===== config.mk =====
export PLATFORM = sky130hd
export DESIGN_NAME = u_line_maintenance_channel
export DESIGN_NICKNAME = d
export VERILOG_FILES = /design/src/design/maint_pkg.sv /design/src/design/u_line_maintenance_channel.sv
export SDC_FILE = /design/constraint.sdc
export NUM_CORES = 1
export LEC_CHECK = 0
export BUFFER_PORTS_ARGS = -buffer_cell sky130_fd_sc_hd__buf_2
export CAP_MARGIN = 20
export CELL_PAD_IN_SITES_DETAIL_PLACEMENT = 1
export CELL_PAD_IN_SITES_GLOBAL_PLACEMENT = 1
export CORE_ASPECT_RATIO = 1.4
export CORE_MARGIN = 5
export CORE_UTILIZATION = 30
export DETAILED_ROUTE_END_ITERATION = 12
export GPL_ROUTABILITY_DRIVEN = 0
export GPL_TIMING_DRIVEN = 0
export PLACE_DENSITY = 0.69
export SLEW_MARGIN = 20
export SYNTH_ARGS = -nofsm -noshare
export SYNTH_HDL_FRONTEND = slang
export SYNTH_SLANG_ARGS = --single-unit

===== constraint.sdc =====
create_clock -name clk -period 5.26 [get_ports clk]
set_input_delay 0.526 -clock clk [delete_from_list [all_inputs] [get_ports clk]]
set_output_delay 0.526 -clock clk [all_outputs]
set_load 0.02 [all_outputs]

===== src/design/maint_pkg.sv =====
// maintenance channel package: register indices, field positions, resets, timing
// assumes a 100 MHz single clock and a superframe framer on the same clock
package maint_pkg;

  // ****************************************
  // register indices
  // ****************************************
  localparam logic [3:0] ACT_STATUS_IDX  = 4'h0;
  localparam logic [3:0] ACT_CONTROL_IDX = 4'h1;
  localparam logic [3:0] IRQ_MASK_IDX    = 4'h2;
  localparam logic [3:0] M4_TX_IDX       = 4'h3;
  localparam logic [3:0] M4_RX_IDX       = 4'h4;
  localparam logic [3:0] M56_IDX         = 4'h5;
  localparam logic [3:0] VERIFIED_IDX    = 4'h6;
  localparam logic [3:0] MAINT_CTRL_IDX  = 4'h7;
  localparam logic [3:0] OVERLAY_IDX     = 4'h8;
  localparam logic [3:0] EOC_IDX         = 4'h9;
  localparam logic [3:0] IRQ_STATUS_IDX  = 4'hA;

  // ****************************************
  // field positions
  // ****************************************
  localparam int CUST_EN_BIT  = 0;
  localparam int UPD_DIS_BIT  = 1;
  localparam int DEACT_BIT    = 2;
  localparam int ACT_BIT      = 7;
  localparam int DEA_BIT      = 6;
  localparam int FEBE_BIT     = 4;
  localparam int FEBE_CTL_BIT = 1;
  localparam int IRQ_M56      = 0;
  localparam int IRQ_M4       = 1;
  localparam int IRQ_EOC      = 2;
  localparam int IRQ_STAT     = 3;
  localparam logic [7:0] TRINAL_MASK = 8'hF0;  // act, dea, sai, uoa

  // ****************************************
  // reset values and status codes
  // ****************************************
  localparam logic [7:0] M_TX_RST     = 8'hFF;
  localparam logic [3:0] CODE_ACTIVE  = 4'hB;
  localparam logic [3:0] CODE_NO_TRSP = 4'hA;
  localparam logic [3:0] CODE_NO_SYNC = 4'h8;
  localparam logic [3:0] CODE_ERROR   = 4'h4;
  localparam logic [1:0] DEA_SF_COUNT = 2'h3;

  // ****************************************
  // timing
  // ****************************************
  localparam int unsigned CLK_KHZ     = 100000;
  localparam int unsigned SF_LOSS_MS  = 480;
  localparam int unsigned SF_LOSS_CYC = SF_LOSS_MS * CLK_KHZ;

  typedef enum logic {DEA_IDLE, DEA_SEND} dea_state_t;

  // per-bit update value for M4 and M5/M6 subchannels
  function automatic logic [7:0] upd_val(input logic [1:0] mode, input logic [7:0] mask,
                                         input logic [7:0] cur, input logic [7:0] h1,
                                         input logic [7:0] h2, input logic [7:0] rg);
    logic [7:0] v;
    v = rg;
    for (int i = 0; i < 8; i++) begin
      if (mode == 2'h3) begin
        v[i] = cur[i];
      end else if (mask[i]) begin
        v[i] = (cur[i] == h1[i] && h1[i] == h2[i]) ? cur[i] : rg[i];
      end else if (mode == 2'h2) begin
        v[i] = cur[i];
      end else begin
        v[i] = (cur[i] == h1[i]) ? cur[i] : rg[i];
      end
    end
    return v;
  endfunction : upd_val

  // whether a subchannel register takes its new value this superframe
  function automatic logic upd_evt(input logic [1:0] mode, input logic [7:0] cur,
                                   input logic [7:0] h1, input logic [7:0] v,
                                   input logic [7:0] rg);
    return (mode == 2'h3) || (mode == 2'h2 && cur != h1) || (v != rg);
  endfunction : upd_evt

endpackage : maint_pkg


===== src/design/u_line_maintenance_channel.sv =====
// maintenance channel control: M4/M5/M6/eoc receive registers, febe/nebe,
// deactivation sequencing and customer data gating
// assumes framer strobes (superframe ends, eoc ends, basic frame 2, tdm frame)
// arrive as one-cycle pulses on clk; nt_mode is a pin
`timescale 1ns/1ps
module u_line_maintenance_channel #(
  parameter int unsigned LOSS_CYCLES = maint_pkg::SF_LOSS_CYC
) (
  input  wire logic        clk,
  input  wire logic        rstn,
  input  wire logic [3:0]  addr,
  input  wire logic [7:0]  wdata,
  input  wire logic        wr,
  input  wire logic        rd,
  output logic      [7:0]  rdata,
  input  wire logic        nt_mode,
  input  wire logic        sf_sync,
  input  wire logic        linkup,
  input  wire logic        transparent,
  input  wire logic        line_deact,
  input  wire logic        rx_sf_end,
  input  wire logic [7:0]  rx_m4,
  input  wire logic [7:0]  rx_m56,
  input  wire logic        rx_febe,
  input  wire logic        rx_crc_err,
  input  wire logic        rx_eoc_end,
  input  wire logic [11:0] rx_eoc,
  input  wire logic        tx_sf_end,
  input  wire logic        tx_bf2_end,
  input  wire logic        tdm_frame,
  output logic      [7:0]  tx_m4,
  output logic      [7:0]  tx_m56,
  output logic             tx_febe,
  output logic             deact_out,
  output logic             warm_start,
  output logic             customer_pass,
  output logic             irq
);

  // ****************************************
  // state
  // ****************************************
  typedef struct packed {
    logic [2:0]            act_ctrl;
    logic [3:0]            irq_mask;
    logic [7:0]            m4_tx;
    logic [7:0]            m56_tx;
    logic [7:0]            m4_rx;
    logic [7:0]            m4_h1;
    logic [7:0]            m4_h2;
    logic [7:0]            m56_rx;
    logic [7:0]            m56_h1;
    logic [7:0]            m56_h2;
    logic [11:0]           eoc_rx;
    logic [11:0]           eoc_h1;
    logic [11:0]           eoc_h2;
    logic [7:0]            maint_ctrl;
    logic                  trinal;
    logic [3:0]            irq_st;
    logic                  febe_st;
    logic                  nebe_last;
    logic                  err_ind;
    logic [3:0]            code;
    logic [25:0]           loss_tmr;
    maint_pkg::dea_state_t st;
    logic [1:0]            dea_cnt;
    logic [7:0]            tx_m4;
    logic [7:0]            tx_m56;
    logic                  tx_febe;
    logic                  deact_out;
    logic                  warm_start;
    logic                  cust_pass;
    logic                  irq;
    logic [7:0]            rdata;
  } state_t;

  state_t     q;
  state_t     next_q;
  logic [1:0] rst_sync;
  logic       rst_n_i;
  logic [1:0] nt_sync;
  logic       nt;

  // reset release through two flops
  always_ff @(posedge clk or negedge rstn) begin
    if (!rstn) begin
      rst_sync <= 2'h0;
    end else begin
      rst_sync <= {rst_sync[0], 1'b1};
    end
  end
  assign rst_n_i = rst_sync[1];

  // mode pin is asynchronous to clk
  always_ff @(posedge clk or negedge rst_n_i) begin
    if (!rst_n_i) begin
      nt_sync <= 2'h0;
    end else begin
      nt_sync <= {nt_sync[0], nt_mode};
    end
  end
  assign nt = nt_sync[1];

  // ****************************************
  // derived terms
  // ****************************************
  logic [1:0]  m4_mode;
  logic [1:0]  eoc_mode;
  logic [7:0]  m4_v;
  logic [7:0]  m56_v;
  logic        m4_upd;
  logic        m56_upd;
  logic        eoc_upd;
  logic        v_act;
  logic        v_dea;
  logic        auto_dea;
  logic [3:0]  code_now;
  logic        loss_to;

  assign m4_mode  = q.maint_ctrl[5:4];
  assign eoc_mode = q.maint_ctrl[7:6];
  // trinal check only covers the act/dea/sai/uoa positions
  assign m4_v     = maint_pkg::upd_val(m4_mode, q.trinal ? maint_pkg::TRINAL_MASK : 8'h00,
                                       rx_m4, q.m4_h1, q.m4_h2, q.m4_rx);
  assign m4_upd   = rx_sf_end && maint_pkg::upd_evt(m4_mode, rx_m4, q.m4_h1, m4_v, q.m4_rx);
  // M5/M6 share the M4 modes as one pair, no verification
  assign m56_v    = maint_pkg::upd_val(m4_mode, q.trinal ? maint_pkg::TRINAL_MASK : 8'h00,
                                       rx_m56, q.m56_h1, q.m56_h2, q.m56_rx);
  assign m56_upd  = rx_sf_end && maint_pkg::upd_evt(m4_mode, rx_m56, q.m56_h1, m56_v, q.m56_rx);
  // eoc: every frame, trinal on new value, or new value
  always_comb begin
    unique case (eoc_mode)
      2'h3:    eoc_upd = rx_eoc_end;
      2'h2:    eoc_upd = rx_eoc_end && rx_eoc == q.eoc_h1 && q.eoc_h1 == q.eoc_h2
                         && rx_eoc != q.eoc_rx;
      default: eoc_upd = rx_eoc_end && rx_eoc != q.eoc_rx;
    endcase
  end
  // verification exists only in mode 0,0; dea verified in NT only
  assign v_act    = (m4_mode == 2'h0) && q.m4_rx[maint_pkg::ACT_BIT];
  assign v_dea    = (m4_mode == 2'h0) && nt && q.m4_rx[maint_pkg::DEA_BIT];
  assign auto_dea = nt && (m4_mode == 2'h0) && sf_sync && !q.m4_rx[maint_pkg::DEA_BIT];
  assign loss_to  = linkup && !sf_sync && (q.loss_tmr == 26'(LOSS_CYCLES - 1));

  // status code; lost transparency carries no timer
  always_comb begin
    if (q.err_ind) begin
      code_now = maint_pkg::CODE_ERROR;
    end else if (linkup && !sf_sync) begin
      code_now = maint_pkg::CODE_NO_SYNC;
    end else if (linkup && !transparent) begin
      code_now = maint_pkg::CODE_NO_TRSP;
    end else if (linkup) begin
      code_now = maint_pkg::CODE_ACTIVE;
    end else begin
      code_now = 4'h0;
    end
  end

  // ****************************************
  // next state
  // ****************************************
  always_comb begin
    logic [3:0] irq_set;
    logic [3:0] irq_clr;
    irq_set           = 4'h0;
    irq_clr           = 4'h0;
    next_q            = q;
    next_q.deact_out  = 1'b0;
    next_q.rdata      = 8'h00;
    // register writes
    if (wr) begin
      unique case (addr)
        maint_pkg::ACT_CONTROL_IDX: next_q.act_ctrl   = wdata[2:0];
        maint_pkg::IRQ_MASK_IDX:    next_q.irq_mask   = wdata[3:0];
        maint_pkg::M4_TX_IDX:       next_q.m4_tx      = wdata;
        maint_pkg::M56_IDX:         next_q.m56_tx     = wdata;  // host febe input in bit 4
        maint_pkg::MAINT_CTRL_IDX:  next_q.maint_ctrl = wdata;
        maint_pkg::OVERLAY_IDX:     next_q.trinal     = wdata[0];
        maint_pkg::IRQ_STATUS_IDX:  irq_clr           = wdata[3:0];
        default: ;
      endcase
    end
    // automatic request set wins over a same-cycle write
    if (auto_dea) begin
      next_q.act_ctrl[maint_pkg::DEACT_BIT] = 1'b1;
    end
    // receive subchannel histories and registers
    if (rx_sf_end) begin
      next_q.m4_h1  = rx_m4;
      next_q.m4_h2  = q.m4_h1;
      next_q.m56_h1 = rx_m56;
      next_q.m56_h2 = q.m56_h1;
      // received febe only while synchronised and linked
      if (sf_sync && linkup) begin
        next_q.febe_st = rx_febe;
      end
      next_q.nebe_last = !rx_crc_err;
    end
    if (m4_upd) begin
      next_q.m4_rx = m4_v;
      irq_set[maint_pkg::IRQ_M4] = 1'b1;
    end
    if (m56_upd) begin
      next_q.m56_rx = m56_v;
      irq_set[maint_pkg::IRQ_M56] = 1'b1;
    end
    if (rx_eoc_end) begin
      next_q.eoc_h1 = rx_eoc;
      next_q.eoc_h2 = q.eoc_h1;
    end
    if (eoc_upd) begin
      next_q.eoc_rx = rx_eoc;
      irq_set[maint_pkg::IRQ_EOC] = 1'b1;
    end
    // lost superframe sync timer
    if (linkup && !sf_sync && !loss_to) begin
      next_q.loss_tmr = q.loss_tmr + 26'h1;
    end else begin
      next_q.loss_tmr = 26'h0;
    end
    if (loss_to) begin
      next_q.err_ind   = 1'b1;
      next_q.deact_out = !nt;  // NT waits for the line to drop
    end else if (sf_sync && linkup) begin
      next_q.err_ind = 1'b0;
    end
    // NT end: warm or cold start depends on the request bit
    if (nt && line_deact) begin
      next_q.warm_start = q.act_ctrl[maint_pkg::DEACT_BIT];
      if (!q.act_ctrl[maint_pkg::DEACT_BIT]) begin
        next_q.err_ind = 1'b1;
      end
      next_q.act_ctrl[maint_pkg::DEACT_BIT] = 1'b0;
    end
    // status code changes interrupt
    next_q.code = code_now;
    if (code_now != q.code) begin
      irq_set[maint_pkg::IRQ_STAT] = 1'b1;
    end
    // transmit framer load at superframe boundary, unless updates disabled
    if (tx_sf_end && !q.act_ctrl[maint_pkg::UPD_DIS_BIT]) begin
      next_q.tx_m4  = q.m4_tx;
      next_q.tx_m56 = q.m56_tx;
    end
    // febe out at end of basic frame 2, active low
    if (tx_bf2_end) begin
      next_q.tx_febe = q.maint_ctrl[maint_pkg::FEBE_CTL_BIT] ? q.m56_tx[maint_pkg::FEBE_BIT]
                       : (q.nebe_last & q.m56_tx[maint_pkg::FEBE_BIT]);
    end
    // LT deactivation sequence
    unique case (q.st)
      maint_pkg::DEA_IDLE: begin
        next_q.dea_cnt = 2'h0;
        if (!nt && q.act_ctrl[maint_pkg::DEACT_BIT] && !q.act_ctrl[maint_pkg::UPD_DIS_BIT]) begin
          next_q.st = maint_pkg::DEA_SEND;
        end
      end
      maint_pkg::DEA_SEND: begin
        // an NT end abandons the sequence before any pulse can leave
        if (nt) begin
          next_q.st = maint_pkg::DEA_IDLE;
        end else if (tx_sf_end && !q.tx_m4[maint_pkg::DEA_BIT]) begin
          // only superframes that really carried dea=0 are counted
          if (q.dea_cnt == maint_pkg::DEA_SF_COUNT - 2'h1) begin
            next_q.deact_out = 1'b1;
            next_q.st        = maint_pkg::DEA_IDLE;
            next_q.act_ctrl[maint_pkg::DEACT_BIT] = 1'b0;
          end else begin
            next_q.dea_cnt = q.dea_cnt + 2'h1;
          end
        end
      end
    endcase
    // customer data gate moves only on tdm frame boundary
    if (tdm_frame) begin
      next_q.cust_pass = v_act | q.act_ctrl[maint_pkg::CUST_EN_BIT];
    end
    // sticky flags: a set beats a clear in the same cycle
    next_q.irq_st = (q.irq_st & ~irq_clr) | irq_set;
    next_q.irq    = |(next_q.irq_st & q.irq_mask);
    // reads answer in the following cycle
    if (rd) begin
      unique case (addr)
        maint_pkg::ACT_STATUS_IDX:  next_q.rdata = {4'h0, q.code};
        maint_pkg::ACT_CONTROL_IDX: next_q.rdata = {5'h00, q.act_ctrl};
        maint_pkg::IRQ_MASK_IDX:    next_q.rdata = {4'h0, q.irq_mask};
        maint_pkg::M4_TX_IDX:       next_q.rdata = q.m4_tx;
        maint_pkg::M4_RX_IDX:       next_q.rdata = q.m4_rx;
        maint_pkg::M56_IDX:         next_q.rdata = q.m56_rx;
        maint_pkg::VERIFIED_IDX:    next_q.rdata = {3'h0, q.febe_st, q.nebe_last,
                                                    v_act, v_dea, 1'b0};
        maint_pkg::MAINT_CTRL_IDX:  next_q.rdata = q.maint_ctrl;
        maint_pkg::OVERLAY_IDX:     next_q.rdata = {7'h00, q.trinal};
        maint_pkg::EOC_IDX:         next_q.rdata = q.eoc_rx[11:4];
        maint_pkg::IRQ_STATUS_IDX:  next_q.rdata = {q.eoc_rx[3:0], q.irq_st};
        default:                    next_q.rdata = 8'h00;
      endcase
    end
  end

  // ****************************************
  // registers
  // ****************************************
  always_ff @(posedge clk or negedge rst_n_i) begin
    if (!rst_n_i) begin
      q          <= '0;
      q.m4_tx    <= maint_pkg::M_TX_RST;
      q.m56_tx   <= maint_pkg::M_TX_RST;  // reserved bits idle high
      q.tx_m4    <= maint_pkg::M_TX_RST;
      q.tx_m56   <= maint_pkg::M_TX_RST;
      q.tx_febe  <= 1'b1;
      q.st       <= maint_pkg::DEA_IDLE;
    end else begin
      q <= next_q;
    end
  end

  assign rdata         = q.rdata;
  assign tx_m4         = q.tx_m4;
  assign tx_m56        = q.tx_m56;
  assign tx_febe       = q.tx_febe;
  assign deact_out     = q.deact_out;
  assign warm_start    = q.warm_start;
  assign customer_pass = q.cust_pass;
  assign irq           = q.irq;
endmodule : u_line_maintenance_channel


# After elaboration in Yosys (flattened, before gate mapping)
# Index checks and enable logic that the tools add are counted.
[totals] word_cells=287 inputBits=56 ff_bits=189 output_inout_bits=29
[classes] bitwise=7 n_reduce_logical=62 eq_ne=59 mux=123 n_addsub=2
[ops] cell="$mux 1" count=103
[ops] cell="$pmux 8 s11" count=1
[ops] cell="$logic_and 1x1->1" count=39
[ops] cell="$eq 1x1->1" count=32
[ops] cell="$mux 8" count=4
[ops] cell="$ne 8x8->1" count=4
[ops] cell="$mux 4" count=7
[ops] cell="$add 26x1->26 const B" count=1
[ops] cell="$eq 26x26->1 const B" count=1
[ops] cell="$mux 26" count=1
[ops] cell="$eq 12x12->1" count=2
[ops] cell="$mux 23" count=1
[ops] cell="$eq 4x3->1 const B" count=4
[ops] cell="$reduce_and 2->1" count=7
[ops] cell="$eq 4x4->1 const B" count=3
[ops] cell="$ne 12x12->1" count=1
[ops] cell="$eq 2x2->1 const B" count=5
[ops] cell="$and 4x4->4" count=2
[ops] cell="$eq 4x2->1 const B" count=2
[ops] cell="$logic_not 1->1" count=8
[ops] cell="$mux 3" count=2
[ops] cell="$pmux 3 s2" count=1
[ops] cell="$eq 4x1->1 const B" count=1
[ops] cell="$logic_not 4->1" count=1
[ops] cell="15 further kinds" count=20

# Depth between registers and ports, before layout
# Gate-level depths: netlist of run 1.
[logic_depth] depth_word=12 mapped_depth=10 depth_no_buf=7

# Worst setup path after synthesis of run 1
# Ideal clock, no wire load.
[synth_path] path_kind="input to register" start="in rx_eoc[8]" end="reg q[104] in the netlist's numbering" slack_ps=2938 setup_time_ps=125 n_path_buf=1 stages=6 t_arrival_ps=2197 cell_sequence="or3_1 a221oi_1 nand4_1 a31oi_1 buf_2 mux2_2"
[synth_between] elab_chain_len=5 word_cells_on_any_way=7 classes_between="2 x eq/ne; 1 x mux; 4 x reduce/logical"
[synth_lines] element="from (decl)" line="u_line_maintenance_channel.sv:27" source="input wire logic [11:0] rx_eoc,"
[synth_lines] element="$eq 12x12->1" line="u_line_maintenance_channel.sv:134" source="2'h2: eoc_upd = rx_eoc_end && rx_eoc == q.eoc_h1 && q.eoc_h1 == q.eoc_h2"
[synth_lines] element="$logic_and 1x1->1 (2 in a row)" line="u_line_maintenance_channel.sv:134"
[synth_lines] element="$logic_and 1x1->1" line="u_line_maintenance_channel.sv:135" source="&& rx_eoc != q.eoc_rx;"
[synth_lines] element="$pmux 1 s2 (*)" line="u_line_maintenance_channel.sv:132" source="unique case (eoc_mode)"
[synth_lines] element="to (signal assigned)" line="u_line_maintenance_channel.sv:315" source="q <= next_q;"
[synth_lines] element="to (decl)" line="u_line_maintenance_channel.sv:77" source="state_t q;"
# Mark *: on every way between the ends. The rest lies on a longest branch, timed or not.
# A chain may end at the register's enable or synchronous reset.

# Final worst setup path of run 1
[layout_path] start="reg q[94] in the netlist's numbering" end="reg q[105] in the netlist's numbering"
[layout_between] elab_chain_len=5 word_cells_on_any_way=6 classes_between="2 x eq/ne; 1 x mux; 3 x reduce/logical"
[layout_lines] element="$eq 12x12->1" line="u_line_maintenance_channel.sv:134"
[layout_lines] element="$logic_and 1x1->1" line="u_line_maintenance_channel.sv:134"
[layout_lines] element="$logic_and 1x1->1 (*)" line="u_line_maintenance_channel.sv:134"
[layout_lines] element="$logic_and 1x1->1 (*)" line="u_line_maintenance_channel.sv:135"
[layout_lines] element="$pmux 1 s2 (*)" line="u_line_maintenance_channel.sv:132"
# Marked as above.

==> summary.md, run 1 <==
| Metric | Value |
|---|---|
| Outcome | `complete, no violations` |
| Core Area | `30700 um2` |
| CP arrival | `about 3.1 ns` |
| Largest net degree at the start of global routing | `59` |
| Final setup vio count | `0` |
| Worst hold slack | `approximately 0.20 ns` |
| Period utilization | `0.538` |
| DR DRC count | `0` |
| Adder-Cell Fraction of Synth Area | `0.00268` |
| Post-synthesis xor/xnor area fraction | `0.0723` |
| Synth cell types | `between 70 and 80` |
| Setup ws final | `2.43 ns` |
| Peak supply drop | `roughly 200 uV` |
| Slew HR | `0.469` |
| Pwr dens | `394 nW/um2` |
| Total power | `4300 uW` |
| Layout area overhead | `16.9%` |
| Worst Clk Skew | `about 0.015 ns` |
| Area after DPL | `about 10000 um2` |
| Final Critical Period | `between 2 and 3 ns` |
| Layout cells sized above 1 | `0.313` |
| Fillers | `3461` |
| First drt pass iteration count | `4` |
| CTS Root Cell | `clkbuf_16` |
| Crit Path Max Fanout | `10` |
| Clock Pin Slew Worst Setup and Hold Paths | `roughly 0.070 ns` |
| Routed Antenna Nets | `0` |
| Die Ht | `219 um` |
| Main combinational cell family by area after synthesis | `multiplexers` |
| Syn nets | `roughly 900` |
| Post-route cell area | `about 11000 um2` |
| Synth Area in Compound Gates | `0.108` |
| H-tree Lvls | `4` |
| Ant diodes | `0` |
| Crit. End Element | `flip-flop` |
| Global-route wire length before repair | `roughly 43000 um` |
| Synthesized cell area | `around 9300 um2` |
| Max-cap violation count | `0` |
| Sequential area share after synthesis | `0.490` |
| # rows | `between 70 and 80` |
| Leading cell type in the layout, fill and taps excluded | `dfrtp_1` |
| Fmax | `roughly 350 MHz` |
| Cell count after synthesis | `between 800 and 900` |
| Vias in the first global route | `approximately 7600` |
| HPWL after DPL | `approximately 20000 um` |
| Setup CP Type | `reg -> reg` |
| Fin. Hold Viols | `0` |
| Leakage | `roughly 0.0045 uW` |
| Global Route Usage Sum | `0.155` |
| Worst hold path class | `in -> reg` |
| Vias | `slightly below 7000` |
| WL/cell | `19.6 um` |
| Ys flop type | `dfrtp_1` |
| DRT iter0 DRCs | `324` |
| Clock Path Buffers | `2` |
| Initial Utilization | `0.303` |
| Fin. max-slew vios | `0` |
| Port bufs | `79` |
| Drt via density | `roughly 5` |
| Simple-gate share of the synthesized area | `0.129` |
| Die X | `between 150 and 200 um` |
| Mux contribution to synthesized area | `0.151` |
| Unrepaired setup endpoints after global routing | `false` |
| Synth warnings | `0` |
| Setup TNS | `0 ns` |
| Die ar. | `around 35000 um2` |
| TritonCTS buffer count | `17` |
| Initial antenna violation count | `2` |
| I/O pins | `between 80 and 90` |
| Grt ovf | `0` |
| CTS tree | `yes` |
| Final wirelength | `26600 um` |
| Crit start category | `flip-flop` |
| # nets final | `about 1000` |
| Async SR Flop Fraction | `1.00` |
| Req. time, crit path | `~5.6 ns` |
| Setup Buffers After CTS | `0` |
| Setup slack at placement | `~2.2 ns` |
| Most frequent cells in the layout | `dfrtp_1 (147), mux2_2 (108), buf_2 (82), nor2_1 (61), xor2_1 (53)` |
| Worst-Margin Slew | `just under 0.8 ns` |
| Syn_area_per_cell | `10.9 um2` |
| Post-synth EDFFs | `0` |
| Worst skew pair latency | `0.44 ns` |
| Clock sinks | `181` |
| Yosys reg bits | `181` |
-- cell families (layout without fill, tap and decap cells) --
logic type	Yosys count	after routing
other	1	1
xor gates and xnor gates	77	77
adders and majority gates	2	2
and+or+nand+nor	234	234
muxes	123	123
DFF	181	181
AOI/OAI and AO/OA	153	153
buffers and inverters	81	196
-- state kept, by name, indices dropped and copies added (netlist names) --
register       count
m4_mode            2
customer_pass      1
eoc_mode           2
warm_start         1
q                144
rst_sync           2
nt_sync            2
tx_febe            1
tx_m4              8
irq                1
rdata              8
tx_m56             8
deact_out          1
-- path summary, 6_finish.rpt --
kind | startpoint | end | slack [ns] | cells after the start
min in group asynchronous | rst_sync[1]$_DFF_PN0_ | q[153]$_DFFE_PN0P_ | 0.32 | 0
max reg2reg | q[94]$_DFFE_PN0P_ | q[105]$_DFFE_PN0P_ | 2.43 | 6
max | q[94]$_DFFE_PN0P_ | q[105]$_DFFE_PN0P_ | 2.43 | 6
max in group asynchronous | rst_sync[1]$_DFF_PN0_ | tx_m56[1]$_DFFE_PN1P_ | 3.92 | 2
min reg2reg | rst_sync[1]$_DFF_PN0_ | q[153]$_DFFE_PN0P_ | 0.32 | 0
min | nt_mode | nt_sync[0]$_DFF_PN0_ | 0.20 | 1
-- stage by stage --
| step | cells | utilization |
|---|---|---|
| 3_3_place_gp | 1321 | 0.332 |
| 4_1_cts | 1357 | 0.355 |
| 5_1_grt | 1357 | 0.355 |
| 6_report | 1357 | 0.355 |
| 3_5_place_dp | 1324 | 0.335 |
| 2_1_floorplan | 852 | - |
-- per-layer routing --
metal / GRT usage / part of all wire / up-vias
li1: - / - / 3234
met1: 0.172 / 0.39 / 3547
met3: 0.0304 / 0.029 / 41
met4: 0.0526 / 0.024 / 4
met5: 0 / 0.00079 / -
met2: 0.295 / 0.55 / 111
-- worst max-delay path, stage by stage (launching register included) --
cell,delay [ns]
dfrtp_1,0.41
or3_1,0.40
a221oi_1,0.43
nand4_1,0.19
a31oi_1,0.54
buf_2,0.37
mux2_2,0.37
-- power breakdown --
group / switching, uW / internal (uW)
registers: 234 / 1680
logic: 551 / 510
clock network: 564 / 755
-- cell type report --
type | instances | area (um2) | share of cell area
Inverter | 18 | 67.6 | 0.00620
Sequential cell | 181 | 4570 | 0.420
Tap cell | 390 | 488 | 0.0448
Timing Repair Buffer | 83 | 480 | 0.0441
Multi-Input combinational cell | 590 | 4310 | 0.396
Buffer | 63 | 369 | 0.0339
Clock buffer | 24 | 526 | 0.0482
Clock inverter | 8 | 78.8 | 0.00723
-- synthesized netlist by cell type, types with 17 or more instances --
cell type | count | share of area
a21oi_1 | 39 | 0.021
buf_4 | 30 | 0.024
clkbuf_1 | 26 | 0.010
dfrtp_1 | 148 | 0.40
dfstp_2 | 33 | 0.093
inv_1 | 17 | 0.0068
mux2_2 | 108 | 0.13
nand2_1 | 46 | 0.019
nand3_1 | 29 | 0.016
nor2_1 | 61 | 0.025
o21ai_0 | 40 | 0.021
xnor2_1 | 24 | 0.023
xor2_1 | 53 | 0.050
-- timing repair --
| item | CTS | global route |
|---|---|---|
| hold buffers | 1 | 0 |
| endpoints found under the hold margin | 2 | 0 |
| resized for setup | 0 | 0 |
(Power assumes the default switching activity.)
==> inputs of run 2 (changes only) <==
--- a/config.mk
+++ b/config.mk
@@ -15,7 +15,7 @@
 export DETAILED_ROUTE_END_ITERATION = 12
 export GPL_ROUTABILITY_DRIVEN = 0
 export GPL_TIMING_DRIVEN = 0
-export PLACE_DENSITY = 0.69
+export PLACE_DENSITY = 0.67
 export SLEW_MARGIN = 20
 export SYNTH_ARGS = -nofsm -noshare
 export SYNTH_HDL_FRONTEND = slang
==> constraint.sdc (replaced) <==
create_clock -name clk -period 2.83 [get_ports clk]
set_input_delay 0.283 -clock clk [delete_from_list [all_inputs] [get_ports clk]]
set_output_delay 0.283 -clock clk [all_outputs]
set_load 0.02 [all_outputs]
==> run 2 against run 1 <==
Power up 85%. Clock-buffer cell count down 2. Critical path depth up 2. Critical path type unchanged.
==> summary.md, run 2 (synthesis results as in run 1) <==
| Metric | Value |
|---|---|
| Outcome | `complete, no violations` |
| Peak supply drop | `325 uV (+60%)` |
| Crit Path Max Fanout | `10 (unchanged)` |
| Crit start category | `flip-flop` |
| Max-cap violation count | `0 (unchanged)` |
| Worst Clk Skew | `0.0148 ns (-0.000652 ns)` |
| Setup TNS | `0 ns (unchanged)` |
| Largest register FFs | `144 (unchanged)` |
| Worst-Margin Slew | `0.794 ns (+0.00591 ns)` |
| CP arrival | `3.03 ns (-0.11 ns)` |
| CTS tree | `yes` |
| Area after DPL | `10300 um2 (unchanged)` |
| Period utilization | `0.952 (+0.414)` |
| Layout cells sized above 1 | `0.313 (about the same)` |
| Leading cell type in the layout, fill and taps excluded | `dfrtp_1` |
| Clock Pin Slew Worst Setup and Hold Paths | `0.08 ns (about the same)` |
| Fin. max-slew vios | `0 (unchanged)` |
| Post-route cell area | `10900 um2 (about the same)` |
| Setup CP Type | `reg -> reg` |
| TritonCTS buffer count | `17 (unchanged)` |
| HPWL after DPL | `20200 um (+0.67%)` |
| Ant diodes | `0 (unchanged)` |
| Fillers | `3448 (-0.38%)` |
| Leakage | `0.00455 uW (about the same)` |
| Port bufs | `79 (unchanged)` |
| # nets final | `1015 (+0.30%)` |
| Final setup vio count | `0 (unchanged)` |
| Final Critical Period | `2.69 ns (-0.136 ns)` |
| Clock Path Buffers | `2 (unchanged)` |
| Top reg by flops | `q` |
| Setup Buffers After CTS | `0 (unchanged)` |
| DRT iter0 DRCs | `397 (+23%)` |
| Worst skew pair latency | `0.45 ns (about the same)` |
| Core Area | `30700 um2 (unchanged)` |
| Req. time, crit path | `3.17 ns (-2.40 ns)` |
| WL/cell | `19.9 um (+1.4%)` |
| Drt via density | `5.12 (+0.12%)` |
| DR DRC count | `0 (unchanged)` |
| Die Ht | `219 um (unchanged)` |
| Largest net degree at the start of global routing | `51 (-14%)` |
| Worst hold path class | `in -> reg` |
| Unrepaired setup endpoints after global routing | `false` |
| Initial Utilization | `0.303 (unchanged)` |
| Die ar. | `34700 um2 (unchanged)` |
| Fmax | `371 MHz (+5.0%)` |
| Vias in the first global route | `7610 (+0.44%)` |
| Routed Antenna Nets | `0 (unchanged)` |
| Grt ovf | `0 (unchanged)` |
| Pwr dens | `730 nW/um2 (+85%)` |
| Global Route Usage Sum | `0.156 (+0.00119)` |
| Most frequent cells in the layout | `dfrtp_1 (147), mux2_2 (108), buf_2 (82), nor2_1 (61), xor2_1 (53)` |
| H-tree Lvls | `4 (unchanged)` |
| Layout area overhead | `17.0% (about the same)` |
| First drt pass iteration count | `4 (unchanged)` |
| Crit. End Element | `flip-flop` |
| Clock sinks | `181 (unchanged)` |
| Slew HR | `0.465 (-0.00398)` |
| Initial antenna violation count | `3 (+1)` |
| Die X | `159 um (unchanged)` |
| Global-route wire length before repair | `43000 um (+0.63%)` |
| # rows | `76 (unchanged)` |
| Vias | `6961 (+0.35%)` |
| Fin. Hold Viols | `0 (unchanged)` |
| CTS Root Cell | `clkbuf_16` |
| I/O pins | `85 (unchanged)` |
| Final wirelength | `27000 um (+1.6%)` |
-- run 2: through the flow --
stage,instances,worst slack [ns],util,power [uW],hold WS [ns]
CTS,1360,0.00755,0.355,8040,0.00268
finish,1360,0.136,0.355,7960,0.0312
global placement,1321,0.0472,0.332,5510,0.0690
detailed placement,1324,0.0229,0.335,5600,0.0710
global route,1360,0.0416,0.355,8360,0.0195
floorplan,852,0.636,-,4900,-0.0126
-- run 2: area by class of cell --
| cell class | instances | area [um2] | area share |
|---|---|---|---|
| plain buffers | 63 | 369 | 0.0338 |
| clock buffers | 22 | 487 | 0.0446 |
| clock inverters | 10 | 88.8 | 0.00815 |
| inverters | 18 | 67.6 | 0.00619 |
| multi-input cells | 590 | 4320 | 0.396 |
| flip-flops and latches | 181 | 4570 | 0.419 |
| well taps | 390 | 488 | 0.0447 |
| repair buffers | 86 | 510 | 0.0468 |
-- run 2: worst paths after layout --
check | start | to | slack [ns] | cells past startpoint
worst max-delay path | m4_mode[1]$_DFFE_PN0P_ | q[65]$_DFF_PN0_ | 0.14 | 8
worst min-delay path | rx_crc_err | q[63]$_DFFE_PN0P_ | 0.03 | 2
worst max register to register | m4_mode[1]$_DFFE_PN0P_ | q[65]$_DFF_PN0_ | 0.14 | 8
worst min register to register | nt_sync[0]$_DFF_PN0_ | nt_sync[1]$_DFF_PN0_ | 0.34 | 0
max in group asynchronous | rst_sync[1]$_DFF_PN0_ | q[163]$_DFFE_PN1P_ | 1.39 | 2
min in group asynchronous | rstn | rst_sync[1]$_DFF_PN0_ | 0.14 | 2
-- run 2: critical path, cell delays in order, from the launching register on --
cell,delay [ns]
dfrtp_1,0.37
buf_4,0.17
buf_2,0.22
buf_2,0.24
a21oi_1,0.22
o22ai_1,0.15
a2111oi_1,0.44
o211ai_1,0.41
a22o_1,0.35
-- run 2: metal layers --
layer  up-vias  track usage  routed length (um)
li1       3242            -                   -
met1      3554        0.177               10900
met2       112        0.288               14600
met3        47       0.0291                 734
met4         6       0.0640                 750
met5         -            0                  39
-- run 2: power by group --
| group | leakage [uW] | total [uW] | internal [uW] | switching [uW] |
|---|---|---|---|---|
| Clock | 0.000291 | 2410 | 1320 | 1080 |
| Combinational | 0.00210 | 1990 | 953 | 1030 |
| Sequential | 0.00216 | 3570 | 3130 | 438 |
-- run 2: timing repair --
action,in CTS,in global routing
gates resized for setup,0,2
endpoints found under the hold margin,5,0
hold buffers,4,0
setup endpoints to repair,0,13
